### src/hdl/timer16_pkg.sv
// Constants shared by the 16-bit timer byte access device and its processor-side master.
// Assumes one clock domain with a synchronous, active-high reset.
package timer16_pkg;

  // ==========================================================================
  // Bus widths
  localparam int DATA_W = 8;
  localparam int ADDR_W = 8;
  localparam int WORD_W = 16;

  // ==========================================================================
  // Byte addresses on the 8-bit bus
  localparam logic [7:0] ADDR_CONTROL_A   = 8'h2F;
  localparam logic [7:0] ADDR_CONTROL_B   = 8'h2E;
  localparam logic [7:0] ADDR_COUNT_HI    = 8'h2D;
  localparam logic [7:0] ADDR_COUNT_LO    = 8'h2C;
  localparam logic [7:0] ADDR_CMP_A_HI    = 8'h2B;
  localparam logic [7:0] ADDR_CMP_A_LO    = 8'h2A;
  localparam logic [7:0] ADDR_CMP_B_HI    = 8'h29;
  localparam logic [7:0] ADDR_CMP_B_LO    = 8'h28;
  localparam logic [7:0] ADDR_CAPTURE_HI  = 8'h25;
  localparam logic [7:0] ADDR_CAPTURE_LO  = 8'h24;

  // ==========================================================================
  // Control register A fields and reset value
  localparam int CHAN_A_MODE_LSB = 6;
  localparam int CHAN_B_MODE_LSB = 4;
  localparam int WAVE_LOW_LSB    = 0;
  localparam logic [7:0] CONTROL_A_RESET = 8'h00;
  localparam logic [7:0] CONTROL_A_MASK  = 8'hF3;
  // Control register B: waveform select upper bits at 4:3.
  localparam int WAVE_HIGH_LSB   = 3;
  localparam logic [7:0] CONTROL_B_RESET = 8'h00;
  localparam logic [7:0] CONTROL_B_MASK  = 8'h18;

  // ==========================================================================
  // Output mode encodings
  localparam logic [1:0] MODE_OFF    = 2'h0;
  localparam logic [1:0] MODE_TOGGLE = 2'h1;
  localparam logic [1:0] MODE_CLEAR  = 2'h2;
  localparam logic [1:0] MODE_SET    = 2'h3;

  typedef enum logic [1:0] {
    FAMILY_NORMAL,
    FAMILY_FAST,
    FAMILY_DUAL
  } family_type;

  typedef enum logic [1:0] {
    TOP_FIXED,
    TOP_COMPARE_A,
    TOP_CAPTURE
  } top_src_type;

endpackage

### src/hdl/timer16_bus_if.sv
// Interface carrying the 8-bit processor data bus between master and timer.
// Assumes both ends share clk_i; read data is valid in the cycle rd is high.
`timescale 1ns/1ps
interface timer16_bus_if;
  import timer16_pkg::*;
  logic [ADDR_W-1:0] addr;
  logic [DATA_W-1:0] wdata;
  logic [DATA_W-1:0] rdata;
  logic              wr;
  logic              rd;

  modport device (input addr, input wdata, input wr, input rd, output rdata);
  modport master (output addr, output wdata, output wr, output rd, input rdata);
endinterface

### src/hdl/timer16_device.sv
// Byte access path, shared high-byte holding register and compare output control
// of the 16-bit timer.
// Assumes the processor bus is on clk_i; reads are answered combinationally.
//
// Local design decision: register access over Wishbone.
`timescale 1ns/1ps
module timer16_device
  import timer16_pkg::*;
(
  // Clock and reset
  input  wire logic                  clk_i,
  input  wire logic                  rst_i,
  // Processor bus
  timer16_bus_if.device              bus,
  // Timer events from the counting core
  input  wire logic                  count_step_i,
  input  wire logic                  counting_down_i,
  input  wire logic                  capture_stb_i,
  // Port direction bits
  input  wire logic                  dir_out_a_i,
  input  wire logic                  dir_out_b_i,
  // Waveform pins and status
  output logic                       wave_out_a_o,
  output logic                       wave_out_b_o,
  output logic                       wave_oe_a_o,
  output logic                       wave_oe_b_o,
  output logic                       pin_owned_a_o,
  output logic                       pin_owned_b_o,
  output timer16_pkg::family_type    family_o,
  output timer16_pkg::top_src_type   top_src_o,
  output logic [WORD_W-1:0]          top_value_o
);
  logic [7:0]        holding_r;
  logic [7:0]        control_a_r;
  logic [7:0]        control_b_r;
  logic [WORD_W-1:0] count_value_r;
  logic [WORD_W-1:0] compare_value_a_r;
  logic [WORD_W-1:0] compare_value_b_r;
  logic [WORD_W-1:0] capture_value_r;

  // ==========================================================================
  // Address decode
  wire wr_count_lo = bus.wr && (bus.addr == ADDR_COUNT_LO);
  wire wr_cmpa_lo  = bus.wr && (bus.addr == ADDR_CMP_A_LO);
  wire wr_cmpb_lo  = bus.wr && (bus.addr == ADDR_CMP_B_LO);
  wire wr_cap_lo   = bus.wr && (bus.addr == ADDR_CAPTURE_LO);
  wire wr_hi       = bus.wr && ((bus.addr == ADDR_COUNT_HI) || (bus.addr == ADDR_CMP_A_HI)
                     || (bus.addr == ADDR_CMP_B_HI) || (bus.addr == ADDR_CAPTURE_HI));
  wire rd_count_lo = bus.rd && (bus.addr == ADDR_COUNT_LO);
  wire rd_cap_lo   = bus.rd && (bus.addr == ADDR_CAPTURE_LO);
  wire wr_ctl_a    = bus.wr && (bus.addr == ADDR_CONTROL_A);
  wire wr_ctl_b    = bus.wr && (bus.addr == ADDR_CONTROL_B);
  wire [WORD_W-1:0] wr_word = {holding_r, bus.wdata};

  logic [7:0] rdata_mux;
  always_comb
  begin
    if (bus.addr == ADDR_CONTROL_A)
      rdata_mux = control_a_r & CONTROL_A_MASK;
    else if (bus.addr == ADDR_CONTROL_B)
      rdata_mux = control_b_r & CONTROL_B_MASK;
    else if (bus.addr == ADDR_COUNT_LO)
      rdata_mux = count_value_r[7:0];
    else if (bus.addr == ADDR_COUNT_HI)
      rdata_mux = holding_r;
    else if (bus.addr == ADDR_CMP_A_LO)
      rdata_mux = compare_value_a_r[7:0];
    else if (bus.addr == ADDR_CMP_A_HI)
      rdata_mux = compare_value_a_r[15:8];
    else if (bus.addr == ADDR_CMP_B_LO)
      rdata_mux = compare_value_b_r[7:0];
    else if (bus.addr == ADDR_CMP_B_HI)
      rdata_mux = compare_value_b_r[15:8];
    else if (bus.addr == ADDR_CAPTURE_LO)
      rdata_mux = capture_value_r[7:0];
    else if (bus.addr == ADDR_CAPTURE_HI)
      rdata_mux = holding_r;
    else
      rdata_mux = 8'h00;
  end
  assign bus.rdata = rdata_mux;

  // ==========================================================================
  // Holding register shared by all 16-bit registers
  always_ff @(posedge clk_i)
  begin
    if (rst_i)
      holding_r <= 8'h00;
    else if (wr_hi)
      holding_r <= bus.wdata;
    else if (rd_count_lo)
      holding_r <= count_value_r[15:8];
    else if (rd_cap_lo)
      holding_r <= capture_value_r[15:8];
  end

  // ==========================================================================
  // Control registers
  always_ff @(posedge clk_i)
  begin
    if (rst_i)
    begin
      control_a_r <= CONTROL_A_RESET;
      control_b_r <= CONTROL_B_RESET;
    end
    else
    begin
      if (wr_ctl_a)
        control_a_r <= bus.wdata & CONTROL_A_MASK;
      if (wr_ctl_b)
        control_b_r <= bus.wdata & CONTROL_B_MASK;
    end
  end

  wire [1:0] chan_a_output_mode = control_a_r[CHAN_A_MODE_LSB +: 2];
  wire [1:0] chan_b_output_mode = control_a_r[CHAN_B_MODE_LSB +: 2];
  wire [3:0] waveform_select    = {control_b_r[WAVE_HIGH_LSB +: 2],
                                   control_a_r[WAVE_LOW_LSB +: 2]};
  wire waveform_select_top_bit  = waveform_select[3];

  // ==========================================================================
  // Waveform mode decode
  family_type  family;
  top_src_type top_src;
  logic [WORD_W-1:0] top_value;
  always_comb
  begin
    family    = FAMILY_NORMAL;
    top_src   = TOP_FIXED;
    top_value = 16'hFFFF;
    case (waveform_select)
      4'h1, 4'h2, 4'h3:
      begin
        family    = FAMILY_DUAL;
        top_value = {6'h00, waveform_select[1:0] == 2'h1 ? 2'h0 :
                     waveform_select[1:0] == 2'h2 ? 2'h1 : 2'h3, 8'hFF};
      end
      4'h4:
      begin
        top_src   = TOP_COMPARE_A;
        top_value = compare_value_a_r;
      end
      4'h5, 4'h6, 4'h7:
      begin
        family    = FAMILY_FAST;
        top_value = {6'h00, waveform_select[1:0] == 2'h1 ? 2'h0 :
                     waveform_select[1:0] == 2'h2 ? 2'h1 : 2'h3, 8'hFF};
      end
      4'h8, 4'hA:
      begin
        family    = FAMILY_DUAL;
        top_src   = TOP_CAPTURE;
        top_value = capture_value_r;
      end
      4'h9, 4'hB:
      begin
        family    = FAMILY_DUAL;
        top_src   = TOP_COMPARE_A;
        top_value = compare_value_a_r;
      end
      4'hC:
      begin
        top_src   = TOP_CAPTURE;
        top_value = capture_value_r;
      end
      4'hE:
      begin
        family    = FAMILY_FAST;
        top_src   = TOP_CAPTURE;
        top_value = capture_value_r;
      end
      4'hF:
      begin
        family    = FAMILY_FAST;
        top_src   = TOP_COMPARE_A;
        top_value = compare_value_a_r;
      end
      default:
      begin
        family    = FAMILY_NORMAL;
      end
    endcase
  end
  assign family_o    = family;
  assign top_src_o   = top_src;
  assign top_value_o = top_value;

  // ==========================================================================
  // 16-bit registers; a bus write beats the count step and capture.
  wire at_top     = (count_value_r == top_value);
  wire next_count = count_step_i && !wr_count_lo;
  always_ff @(posedge clk_i)
  begin
    if (rst_i)
    begin
      count_value_r     <= 16'h0000;
      compare_value_a_r <= 16'h0000;
      compare_value_b_r <= 16'h0000;
      capture_value_r   <= 16'h0000;
    end
    else
    begin
      if (wr_count_lo)
        count_value_r <= wr_word;
      else if (next_count)
        count_value_r <= counting_down_i ? count_value_r - 16'h0001
                         : (at_top && family != FAMILY_DUAL) ? 16'h0000
                         : count_value_r + 16'h0001;
      if (wr_cmpa_lo)
        compare_value_a_r <= wr_word;
      if (wr_cmpb_lo)
        compare_value_b_r <= wr_word;
      if (wr_cap_lo)
        capture_value_r <= wr_word;
      else if (capture_stb_i && top_src != TOP_CAPTURE)
        capture_value_r <= count_value_r;
    end
  end

  // ==========================================================================
  // Output channels
  wire match_a = count_step_i && (count_value_r == compare_value_a_r);
  wire match_b = count_step_i && (count_value_r == compare_value_b_r);
  wire top_evt = count_step_i && at_top;

  wave_channel #(.IS_CHAN_A(1'b1)) chan_a (
    .clk_i           (clk_i),
    .rst_i           (rst_i),
    .mode_i          (chan_a_output_mode),
    .family_i        (family),
    .wave_top_bit_i  (waveform_select_top_bit),
    .dir_out_i       (dir_out_a_i),
    .match_i         (match_a),
    .at_top_i        (top_evt),
    .counting_down_i (counting_down_i),
    .cmp_eq_top_i    (compare_value_a_r == top_value),
    .wave_o          (wave_out_a_o),
    .pin_owned_o     (pin_owned_a_o),
    .pin_oe_o        (wave_oe_a_o)
  );

  wave_channel #(.IS_CHAN_A(1'b0)) chan_b (
    .clk_i           (clk_i),
    .rst_i           (rst_i),
    .mode_i          (chan_b_output_mode),
    .family_i        (family),
    .wave_top_bit_i  (waveform_select_top_bit),
    .dir_out_i       (dir_out_b_i),
    .match_i         (match_b),
    .at_top_i        (top_evt),
    .counting_down_i (counting_down_i),
    .cmp_eq_top_i    (compare_value_b_r == top_value),
    .wave_o          (wave_out_b_o),
    .pin_owned_o     (pin_owned_b_o),
    .pin_oe_o        (wave_oe_b_o)
  );
endmodule

### src/hdl/wave_channel.sv
// One compare output channel: decodes the output mode and drives the waveform bit.
// Assumes match, top and direction strobes come from the same clock domain.
`timescale 1ns/1ps
module wave_channel
  import timer16_pkg::*;
#(
  parameter bit IS_CHAN_A = 1'b1
)
(
  // Clock and reset
  input  wire logic               clk_i,
  input  wire logic               rst_i,
  // Control
  input  wire logic [1:0]         mode_i,
  input  wire timer16_pkg::family_type family_i,
  input  wire logic               wave_top_bit_i,
  input  wire logic               dir_out_i,
  // Timer events
  input  wire logic               match_i,
  input  wire logic               at_top_i,
  input  wire logic               counting_down_i,
  input  wire logic               cmp_eq_top_i,
  // Pin
  output logic                    wave_o,
  output logic                    pin_owned_o,
  output logic                    pin_oe_o
);
  logic wave_r;
  logic wave_nxt;

  wire pwm_family   = (family_i != FAMILY_NORMAL);
  wire pwm_toggle   = pwm_family && (mode_i == MODE_TOGGLE) && wave_top_bit_i && IS_CHAN_A;
  wire connected    = (mode_i != MODE_OFF) && !(pwm_family && mode_i == MODE_TOGGLE
                      && !pwm_toggle);
  wire fast_match   = match_i && !(mode_i[1] && cmp_eq_top_i);

  assign pin_owned_o = (mode_i != MODE_OFF);
  assign pin_oe_o    = pin_owned_o && dir_out_i && connected;
  assign wave_o      = wave_r;

  always_comb
  begin
    wave_nxt = wave_r;
    case (family_i)
      FAMILY_NORMAL:
      begin
        if (match_i)
        begin
          if (mode_i == MODE_TOGGLE)
            wave_nxt = !wave_r;
          else if (mode_i == MODE_CLEAR)
            wave_nxt = 1'b0;
          else if (mode_i == MODE_SET)
            wave_nxt = 1'b1;
        end
      end
      FAMILY_FAST:
      begin
        if (pwm_toggle && match_i)
          wave_nxt = !wave_r;
        else if (mode_i[1] && at_top_i)
          wave_nxt = (mode_i == MODE_CLEAR);
        else if (mode_i[1] && fast_match)
          wave_nxt = (mode_i == MODE_SET);
      end
      default:
      begin
        if (pwm_toggle && match_i)
          wave_nxt = !wave_r;
        else if (mode_i[1] && match_i)
          wave_nxt = (mode_i == MODE_SET) ^ counting_down_i;
      end
    endcase
  end

  always_ff @(posedge clk_i)
  begin
    if (rst_i)
      wave_r <= 1'b0;
    else
      wave_r <= wave_nxt;
  end
endmodule

### src/flat_wrapper.sv
// flat-port wrapper written by rule: the top's interface ports become plain ports
module timer16_device_flat import timer16_pkg::*;
  (clk_i, rst_i, count_step_i, counting_down_i, capture_stb_i, dir_out_a_i, dir_out_b_i, wave_out_a_o, wave_out_b_o, wave_oe_a_o, wave_oe_b_o, pin_owned_a_o, pin_owned_b_o, family_o, top_src_o, top_value_o, bus_addr, bus_wdata, bus_wr, bus_rd, bus_rdata);
  timer16_bus_if bus_i ();
  input  wire logic clk_i;
  input  wire logic rst_i;
  input  wire logic count_step_i;
  input  wire logic counting_down_i;
  input  wire logic capture_stb_i;
  input  wire logic dir_out_a_i;
  input  wire logic dir_out_b_i;
  output logic wave_out_a_o;
  output logic wave_out_b_o;
  output logic wave_oe_a_o;
  output logic wave_oe_b_o;
  output logic pin_owned_a_o;
  output logic pin_owned_b_o;
  output timer16_pkg::family_type family_o;
  output timer16_pkg::top_src_type top_src_o;
  output logic [WORD_W-1:0] top_value_o;
  input wire logic [$bits(bus_i.addr)-1:0] bus_addr;
  input wire logic [$bits(bus_i.wdata)-1:0] bus_wdata;
  input wire logic [$bits(bus_i.wr)-1:0] bus_wr;
  input wire logic [$bits(bus_i.rd)-1:0] bus_rd;
  output wire logic [$bits(bus_i.rdata)-1:0] bus_rdata;
  assign bus_i.addr = bus_addr;
  assign bus_i.wdata = bus_wdata;
  assign bus_i.wr = bus_wr;
  assign bus_i.rd = bus_rd;
  assign bus_rdata = bus_i.rdata;
  timer16_device u_core (.clk_i(clk_i), .rst_i(rst_i), .bus(bus_i), .count_step_i(count_step_i), .counting_down_i(counting_down_i), .capture_stb_i(capture_stb_i), .dir_out_a_i(dir_out_a_i), .dir_out_b_i(dir_out_b_i), .wave_out_a_o(wave_out_a_o), .wave_out_b_o(wave_out_b_o), .wave_oe_a_o(wave_oe_a_o), .wave_oe_b_o(wave_oe_b_o), .pin_owned_a_o(pin_owned_a_o), .pin_owned_b_o(pin_owned_b_o), .family_o(family_o), .top_src_o(top_src_o), .top_value_o(top_value_o));
endmodule
### config.mk
export PLATFORM = sky130hd
export DESIGN_NAME = timer16_device_flat
export DESIGN_NICKNAME = d
export VERILOG_FILES = /design/src/hdl/timer16_pkg.sv /design/src/hdl/timer16_bus_if.sv /design/src/hdl/timer16_device.sv /design/src/hdl/wave_channel.sv /design/src/flat_wrapper.sv
export SDC_FILE = /design/constraint.sdc
export NUM_CORES = 1
export LEC_CHECK = 0
export ABC_AREA = 0
export BUFFER_PORTS_ARGS = -buffer_cell sky130_fd_sc_hd__buf_2
export CAP_MARGIN = 20
export CORE_MARGIN = 2
export CORE_UTILIZATION = 55
export DETAILED_ROUTE_END_ITERATION = 16
export PLACE_DENSITY = 0.79
export SYNTH_ARGS = -nofsm -noshare
export SYNTH_HDL_FRONTEND = slang
export SYNTH_SLANG_ARGS = --single-unit
export TNS_END_PERCENT = 1
### constraint.sdc
create_clock -name clk_i -period 3.5 [get_ports clk_i]
set_input_delay 0.175 -clock clk_i [delete_from_list [all_inputs] [get_ports clk_i]]
set_output_delay 0.175 -clock clk_i [all_outputs]
set_load 0.01 [all_outputs]
Word level (Yosys, flattened, before mapping). Cells that the tools add are included. W data, S select, Z words.

Register bits: 82. Input bits: 25. Output and inout bits: 34. Word-level logic and storage cells: 164.

Add/sub/neg operators: 2. Eq/ne operators: 46. Muxes and demuxes: 42. Bitwise logic cells: 2. Reductions and logical operators: 63.

Operators by type and width (count): $mux W8 (13); $mux W16 (6); $eq A16 B16 Y1 (5); $eq A8 B6 Y1 const B (10); $pmux W16 S3 (1); $logic_and A1 B1 Y1 (36); $eq A4 B4 Y1 const B (7); $add A16 B1 Y16 const B (1); $eq A4 B3 Y1 const B (4); $mux W1 (16); $sub A16 B1 Y16 const B (1); $ne A4 B4 Y1 const B (3); $eq A2 B2 Y1 const B (5); $reduce_bool A2 Y1 (5); $eq A2 B1 Y1 const B (4); $eq A4 B2 Y1 const B (2); $logic_not A1 Y1 (8); $ne A2 B2 Y1 const B (4); $pmux W2 S2 (2); $reduce_and A4 Y1 (2); $reduce_or A4 Y1 (2); $reduce_or A7 Y1 (1); $reduce_bool A3 Y1 (2); $reduce_or A6 Y1 (1); other kinds (9) (14).

Longest topological paths before layout.
Word-level depth: 13. Depth in mapped cells: 16. Gate-level depth less buffers: 13.

By module. A second synthesis with hierarchy kept.

Cell total of the unflattened synthesis: 911. Area total of the unflattened synthesis: 6662.6 um^2.

By module, submodules not included: timer16_device (times used 1, cells an instance 852, area each 6223.5 um^2, sequential area each 1601.5 um^2); wave_channel at u_core.chan_a (times used 1, cells an instance 31, area each 236.5 um^2, sequential area each 20.0 um^2); wave_channel at u_core.chan_b (times used 1, cells an instance 28, area each 202.7 um^2, sequential area each 20.0 um^2).

Worst setup path after synthesis. No wires, ideal clock.

Kind: flip-flop to flip-flop. From: register u_core.control_a_r[0]. To: register u_core.count_value_r[12]. Library setup time: 0.133 ns. Data arrival time: 3.116 ns. Required time: 3.367 ns. Path slack: 0.250 ns. Cell stages (with the launch flop): 16. Buffers on the path: 4. Cell sequence: dfxtp_1 > inv_1 > ha_1 > buf_2 > o21ai_2 > inv_2 > buf_2 > buf_1 > a221o_1 > xnor2_1 > nand4_2 > or3_1 > and2_1 > buf_6 > a221oi_2 > nor4_1.

Elaborated cells between the ends (all ways): 32. Those cells by class: 18 x eq/ne; 8 x mux; 6 x reduce/logical.

RTL lines: start: declaration (RTL line timer16_device.sv:34) `logic [7:0] control_a_r;`; start signal: assignment (RTL line timer16_device.sv:109) `control_a_r <= bus.wdata & CONTROL_A_MASK;`; $eq A4 B1 Y1 (tied with other cells) (RTL line timer16_device.sv:131) `case (waveform_select)`; $reduce_or A6 Y1 (no line) or $reduce_or A4 Y1 (tied branches); $pmux W16 S3 (*) (RTL line timer16_device.sv:131); named net top_value_o[13] (RTL line flat_wrapper.sv:20) `output logic [WORD_W-1:0] top_value_o;`; $eq A16 B16 Y1 (*) (RTL line timer16_device.sv:190) `wire at_top = (count_value_r == top_value);`; $logic_and A1 B1 Y1 (*) (RTL line timer16_device.sv:207) `: (at_top && family != FAMILY_DUAL) ? 16'h0000`; $mux W16 (*) (RTL line timer16_device.sv:207); $mux W16 (*) (RTL line timer16_device.sv:206) `count_value_r <= counting_down_i ? count_value_r - 16'h0001`; $mux W16 (*) (RTL line timer16_device.sv:205) `else if (next_count)`; $mux W16 (*) (RTL line timer16_device.sv:203) `if (wr_count_lo)`; end signal: assignment (RTL line timer16_device.sv:204) `count_value_r <= wr_word;`; end signal: assignment (RTL line timer16_device.sv:206); end: declaration (RTL line timer16_device.sv:36) `logic [WORD_W-1:0] count_value_r;`.

Mark *: on every way through the listed nets, which the timed path passes. The rest lies on a longest branch. The select of a mux whose other input is x is not followed. A chain may end at the register's enable or synchronous reset.

Final worst setup path.
From: register u_core.control_a_r[0]. To: register u_core.chan_a.wave_r (netlist: u_core.chan_a.wave_o).

Cells in the longest elaborated chain, start to end: 11. Elaborated cells between the ends (all ways): 48. Those cells by class: 22 x eq/ne; 8 x mux; 18 x reduce/logical.

RTL lines: $eq A2 B2 Y1 (RTL line timer16_device.sv:136, timer16_device.sv:147); $mux W2 (RTL line timer16_device.sv:136, timer16_device.sv:147); $mux W2 (RTL line timer16_device.sv:135, timer16_device.sv:146); $pmux W16 S3 (RTL line timer16_device.sv:131); $eq A16 B16 Y1 (RTL line timer16_device.sv:236) `.cmp_eq_top_i (compare_value_a_r == top_value),`; $logic_and A1 B1 Y1 (RTL line wave_channel.sv:35) `wire fast_match = match_i && !(mode_i[1] && cmp_eq_top_i);`; $logic_not A1 Y1 (RTL line wave_channel.sv:35); $logic_and A1 B1 Y1 (RTL line wave_channel.sv:35); $logic_and A1 B1 Y1 (RTL line wave_channel.sv:63) `else if (mode_i[1] && fast_match)`; $ne A4 B4 Y1 (no line); $reduce_and A4 Y1 (no line); end signal: assignment (RTL line wave_channel.sv:81) `wave_r <= wave_nxt;`; end: declaration (RTL line wave_channel.sv:28) `logic wave_r;`.

Parallel ways exist; a longest one is shown, timed or not.

==> impl_results.md <==
- Largest stage delay on the critical path: roughly 550 ps
- Die Height: between 100 and 150 um
- Final Hold Viols: 0
- Part of the power in combinational logic: 0.179
- Filler Cell Count: 1127
- Top cell type by total area after synthesis: dfxtp_1
- Number of max-cap violations: 0
- LEAKAGE: 3.24 nW
- Die Area: around 14000 sq um
- IO Port Bufs: 58
- Synth top area cells: dfxtp_1, nand2_1, a21oi_1
- Final Total Pwr: around 2.5 mW
- RSZ-0062 raised after global routing: true
- GP Congestion: 1.09
- GRT overflow: 0
- Skew final: between 10 and 15 ps
- Post-layout min period: between 3000 and 4000 ps
- Die width: roughly 120 um
- Cell area after layout: roughly 8200 sq um
- Drt first pass iters: 7
- Via count: 8367
- Antenna violations before repair: 0
- Post-Layout Cell Count: around 1.2k
- Final wirelength: about 29000 um
- Sequential share of power: 0.418
- Initial cell density of the core: 0.562
- Clk pwr share: 0.404
- FF+latch count, synth: 82
- Clock transition at path regs: around 70 ps
- Worst skew pair latency: about 360 ps
- Most used DFF post-synth: dfxtp_1
- Final worst setup slack: about 130 ps
- Adder-Cell Fraction of Synth Area: 0.0248
- Synth top area share: 0.232
- Post-synth EDFFs: 0
- Core area: 12600 sq um
- Largest net degree at the start of global routing: 58
- Worst setup path class: flip-flop to flip-flop
- CP most frequent cell: buf_4
- DP HPWL: 21000 um
- Worst EP arrival: roughly 3700 ps
- Worst setup SP type: flip-flop
- Element type at the critical path end: flip-flop
- PD cells: about 310 nW/um^2
- DP Worst Slack: -82.6 ps
- Worst-Margin Slew: approximately 840 ps
- Status: finished, final reports clean
- Rows: between 40 and 50
- Clock Path Buffers: 2
- Fin crit share: 0.964
- CTS tree: yes
- Mapped Cells: 1000
- Share of cells above drive strength 1: 0.182
- CTS H-tree lvls: 3
- Overall Global Routing Usage: 0.410
- CTS Buf Count: 9
- Synth-to-Final Area Change: 16.1%
- Max Freq: a little under 0.3 GHz
- Simple-gate share of the synthesized area: 0.281
- Synth Area in Compound Gates: 0.261
- Starting DRT DRC Count: around 1.3k
- Min-delay worst type: primary input to flip-flop
- Switching Share: 0.315
- Syn Nets: 1039
- Peak VDD IR: 0.263 mV
- First-pass GRT wire length: about 44000 um
- CTS Root Cell: clkbuf_16
- Number of vias per cell: 6.81
- Placed instance count: ~1.2k
- Power Internal: around 1.7 mW
- Post-detailed-route count of antenna-violating nets: 0
- Sw Pwr: between 0.7 and 0.8 mW
- Mux cell area share after synthesis: 0.0503
- Crit Path Max Fanout: 6
- Largest family of logic cells by synthesized area: simple AND/OR/NAND/NOR gates
- Ant diodes: 0
- CP max stage cell: a2111oi_0
- Wire length per cell: 23.7 um
- Final setup TNS: 0 ps
- Nets: about 1.1k
- Ports: between 50 and 60
- CTS sink count: 82
- Slew Limit Headroom: 0.437
- Req. time, crit path: 3790 ps
- Number of library cell types mapped by synthesis: 78
- Final setup fails: 0
- Asr flop ratio synth: 0
- Sequential share of the synthesized area: 0.232
- Vias in the first global route: about 7.5k
- Hold-fix buffers, CTS: 0
- Post-Synth XOR/XNOR Area: 0.0769
- Drt drc: 0
- Placed Area: approximately 7700 sq um
- Slew Viols, Final: 0
- Synth Warn #: 0
- Syn Area/Cell: roughly 7.1 sq um
- Synthesized area: slightly above 7000 sq um
- Critical-path cell list: inv_1 -> ha_2 -> buf_4 -> or2_2 -> o21ai_2 -> buf_4 -> nand3_1 -> o211a_1 -> a2111oi_0 -> nand4_1 -> nor4_1 -> o211ai_2 -> a31o_2 -> a21oi_1
[worst max-delay path: cells and delay by family (launching register included)]
family / cells / cell delay (ps)
AND/OR/NAND/NOR: 4 / 910
flip-flops: 1 / 360
AO/OA/AOI/OAI: 6 / 1400
adder cells (fa/ha/maj): 1 / 240
buffers and inverters: 3 / 400
[worst paths after layout]
check	startpoint	to	slack [ps]	cells past startpoint
worst max-delay path	u_core.control_a_r[0]	u_core.chan_a.wave_o	130	14
worst min-delay path	bus_wdata[3]	u_core.compare_value_b_r[3]	180	3
worst max register to register	u_core.control_a_r[0]	u_core.chan_a.wave_o	130	14
worst min register to register	u_core.compare_value_b_r[13]	u_core.compare_value_b_r[13]	540	2
[cell usage in the layout, fill, tap and decap left out, drive strengths merged, types with 4 or more instances in the layout]
master and n:
nand2 134, buf 125, nor2 92, dfxtp 82
a21oi 71, nand3 55, o21ai 48, inv 46
nor3 32, xnor2 32, mux2i 31, xor2 30
nor4 22, a311oi 18, o211ai 18, a221oi 18
and3 17, ha 14, nand4 12, or3 12
a211oi 12, clkbuf 12, a22oi 10, o22ai 9
and2 9, o211a 8, a31oi 7, a22o 6
nor4b 5, nor2b 5, nand2b 4, o221ai 4
a21boi 4
[cell families after synthesis]
family	count (synthesis)
and+or+nand+nor	415
AOI/OAI and AO/OA	265
buffers and inverters	129
DFF	82
xor gates and xnor gates	62
muxes	33
adders and majority gates	14
[power by group through the flow]
stage               Sequential (mW)  Combinational, mW  Clock, mW
global route                   1.06              0.490       1.05
floorplan                      1.00              0.335          0
finish                         1.06              0.454       1.02
detailed placement             1.07              0.423          0
CTS                            1.05              0.428       1.01
global placement               1.07              0.419          0
[final cells by class]
cell class                 count  area (sq um)  area share
inverter                      45           171      0.0209
timing repair buffer         125           793      0.0967
tap                          172           215      0.0262
clock buffer                  12           256      0.0313
clock inverter                 4          56.3     0.00686
sequential                    82          1640       0.200
multi-input combinational    789          5070       0.618
[sequential cells by signal, indices dropped and copies added (netlist names)]
signal                    flops
u_core.chan_b.wave_o          1
u_core.count_value_r         16
u_core.chan_a.wave_o          1
u_core.holding_r              8
u_core.compare_value_a_r     16
u_core.control_a_r            6
u_core.compare_value_b_r     16
u_core.capture_value_r       16
u_core.control_b_r            2
[per-stage QoR]
| stage | util | hold WS (ps) |
|---|---|---|
| 4_1_cts | 0.640 | 173 |
| 5_1_grt | 0.653 | 189 |
| 6_report | 0.653 | 185 |
| 3_5_place_dp | 0.613 | 526 |
| 3_3_place_gp | 0.613 | 524 |
| 2_1_floorplan | - | 301 |
[synthesized netlist by cell type, drive strengths merged (4+ instances only)]
cell type / n
a211oi: 12
a21boi: 4
and3: 17
o22ai: 9
a311oi: 18
xnor2: 32
nand3: 55
nand4: 12
dfxtp: 82
o221ai: 4
nand2: 134
a21oi: 71
mux2i: 31
a31oi: 7
nor2: 92
nor2b: 5
nor4: 22
o211ai: 18
a22oi: 10
o211a: 8
nand2b: 4
inv: 44
or3: 12
nor4b: 5
buf: 22
ha: 14
and2: 9
xor2: 30
clkbuf: 62
a221oi: 18
nor3: 32
a22o: 6
o21ai: 48
[metal layers]
layer	wire, um	GRT usage	vias up	part of all wire
met5	0	0	-	0
met4	2230	0.262	0	0.077
met3	4400	0.123	165	0.15
met2	12000	0.586	680	0.41
met1	10500	0.537	3780	0.36
li1	-	-	3742	-
[timing repair]
action	CTS	global route
setup endpoints to repair	7	15
setup buffers	0	2
cloned	0	0
resized for setup	3	37
pin swaps	0	8
hold endpoints to repair	0	0
No activity file was read; power rests on OpenSTA's default activity.
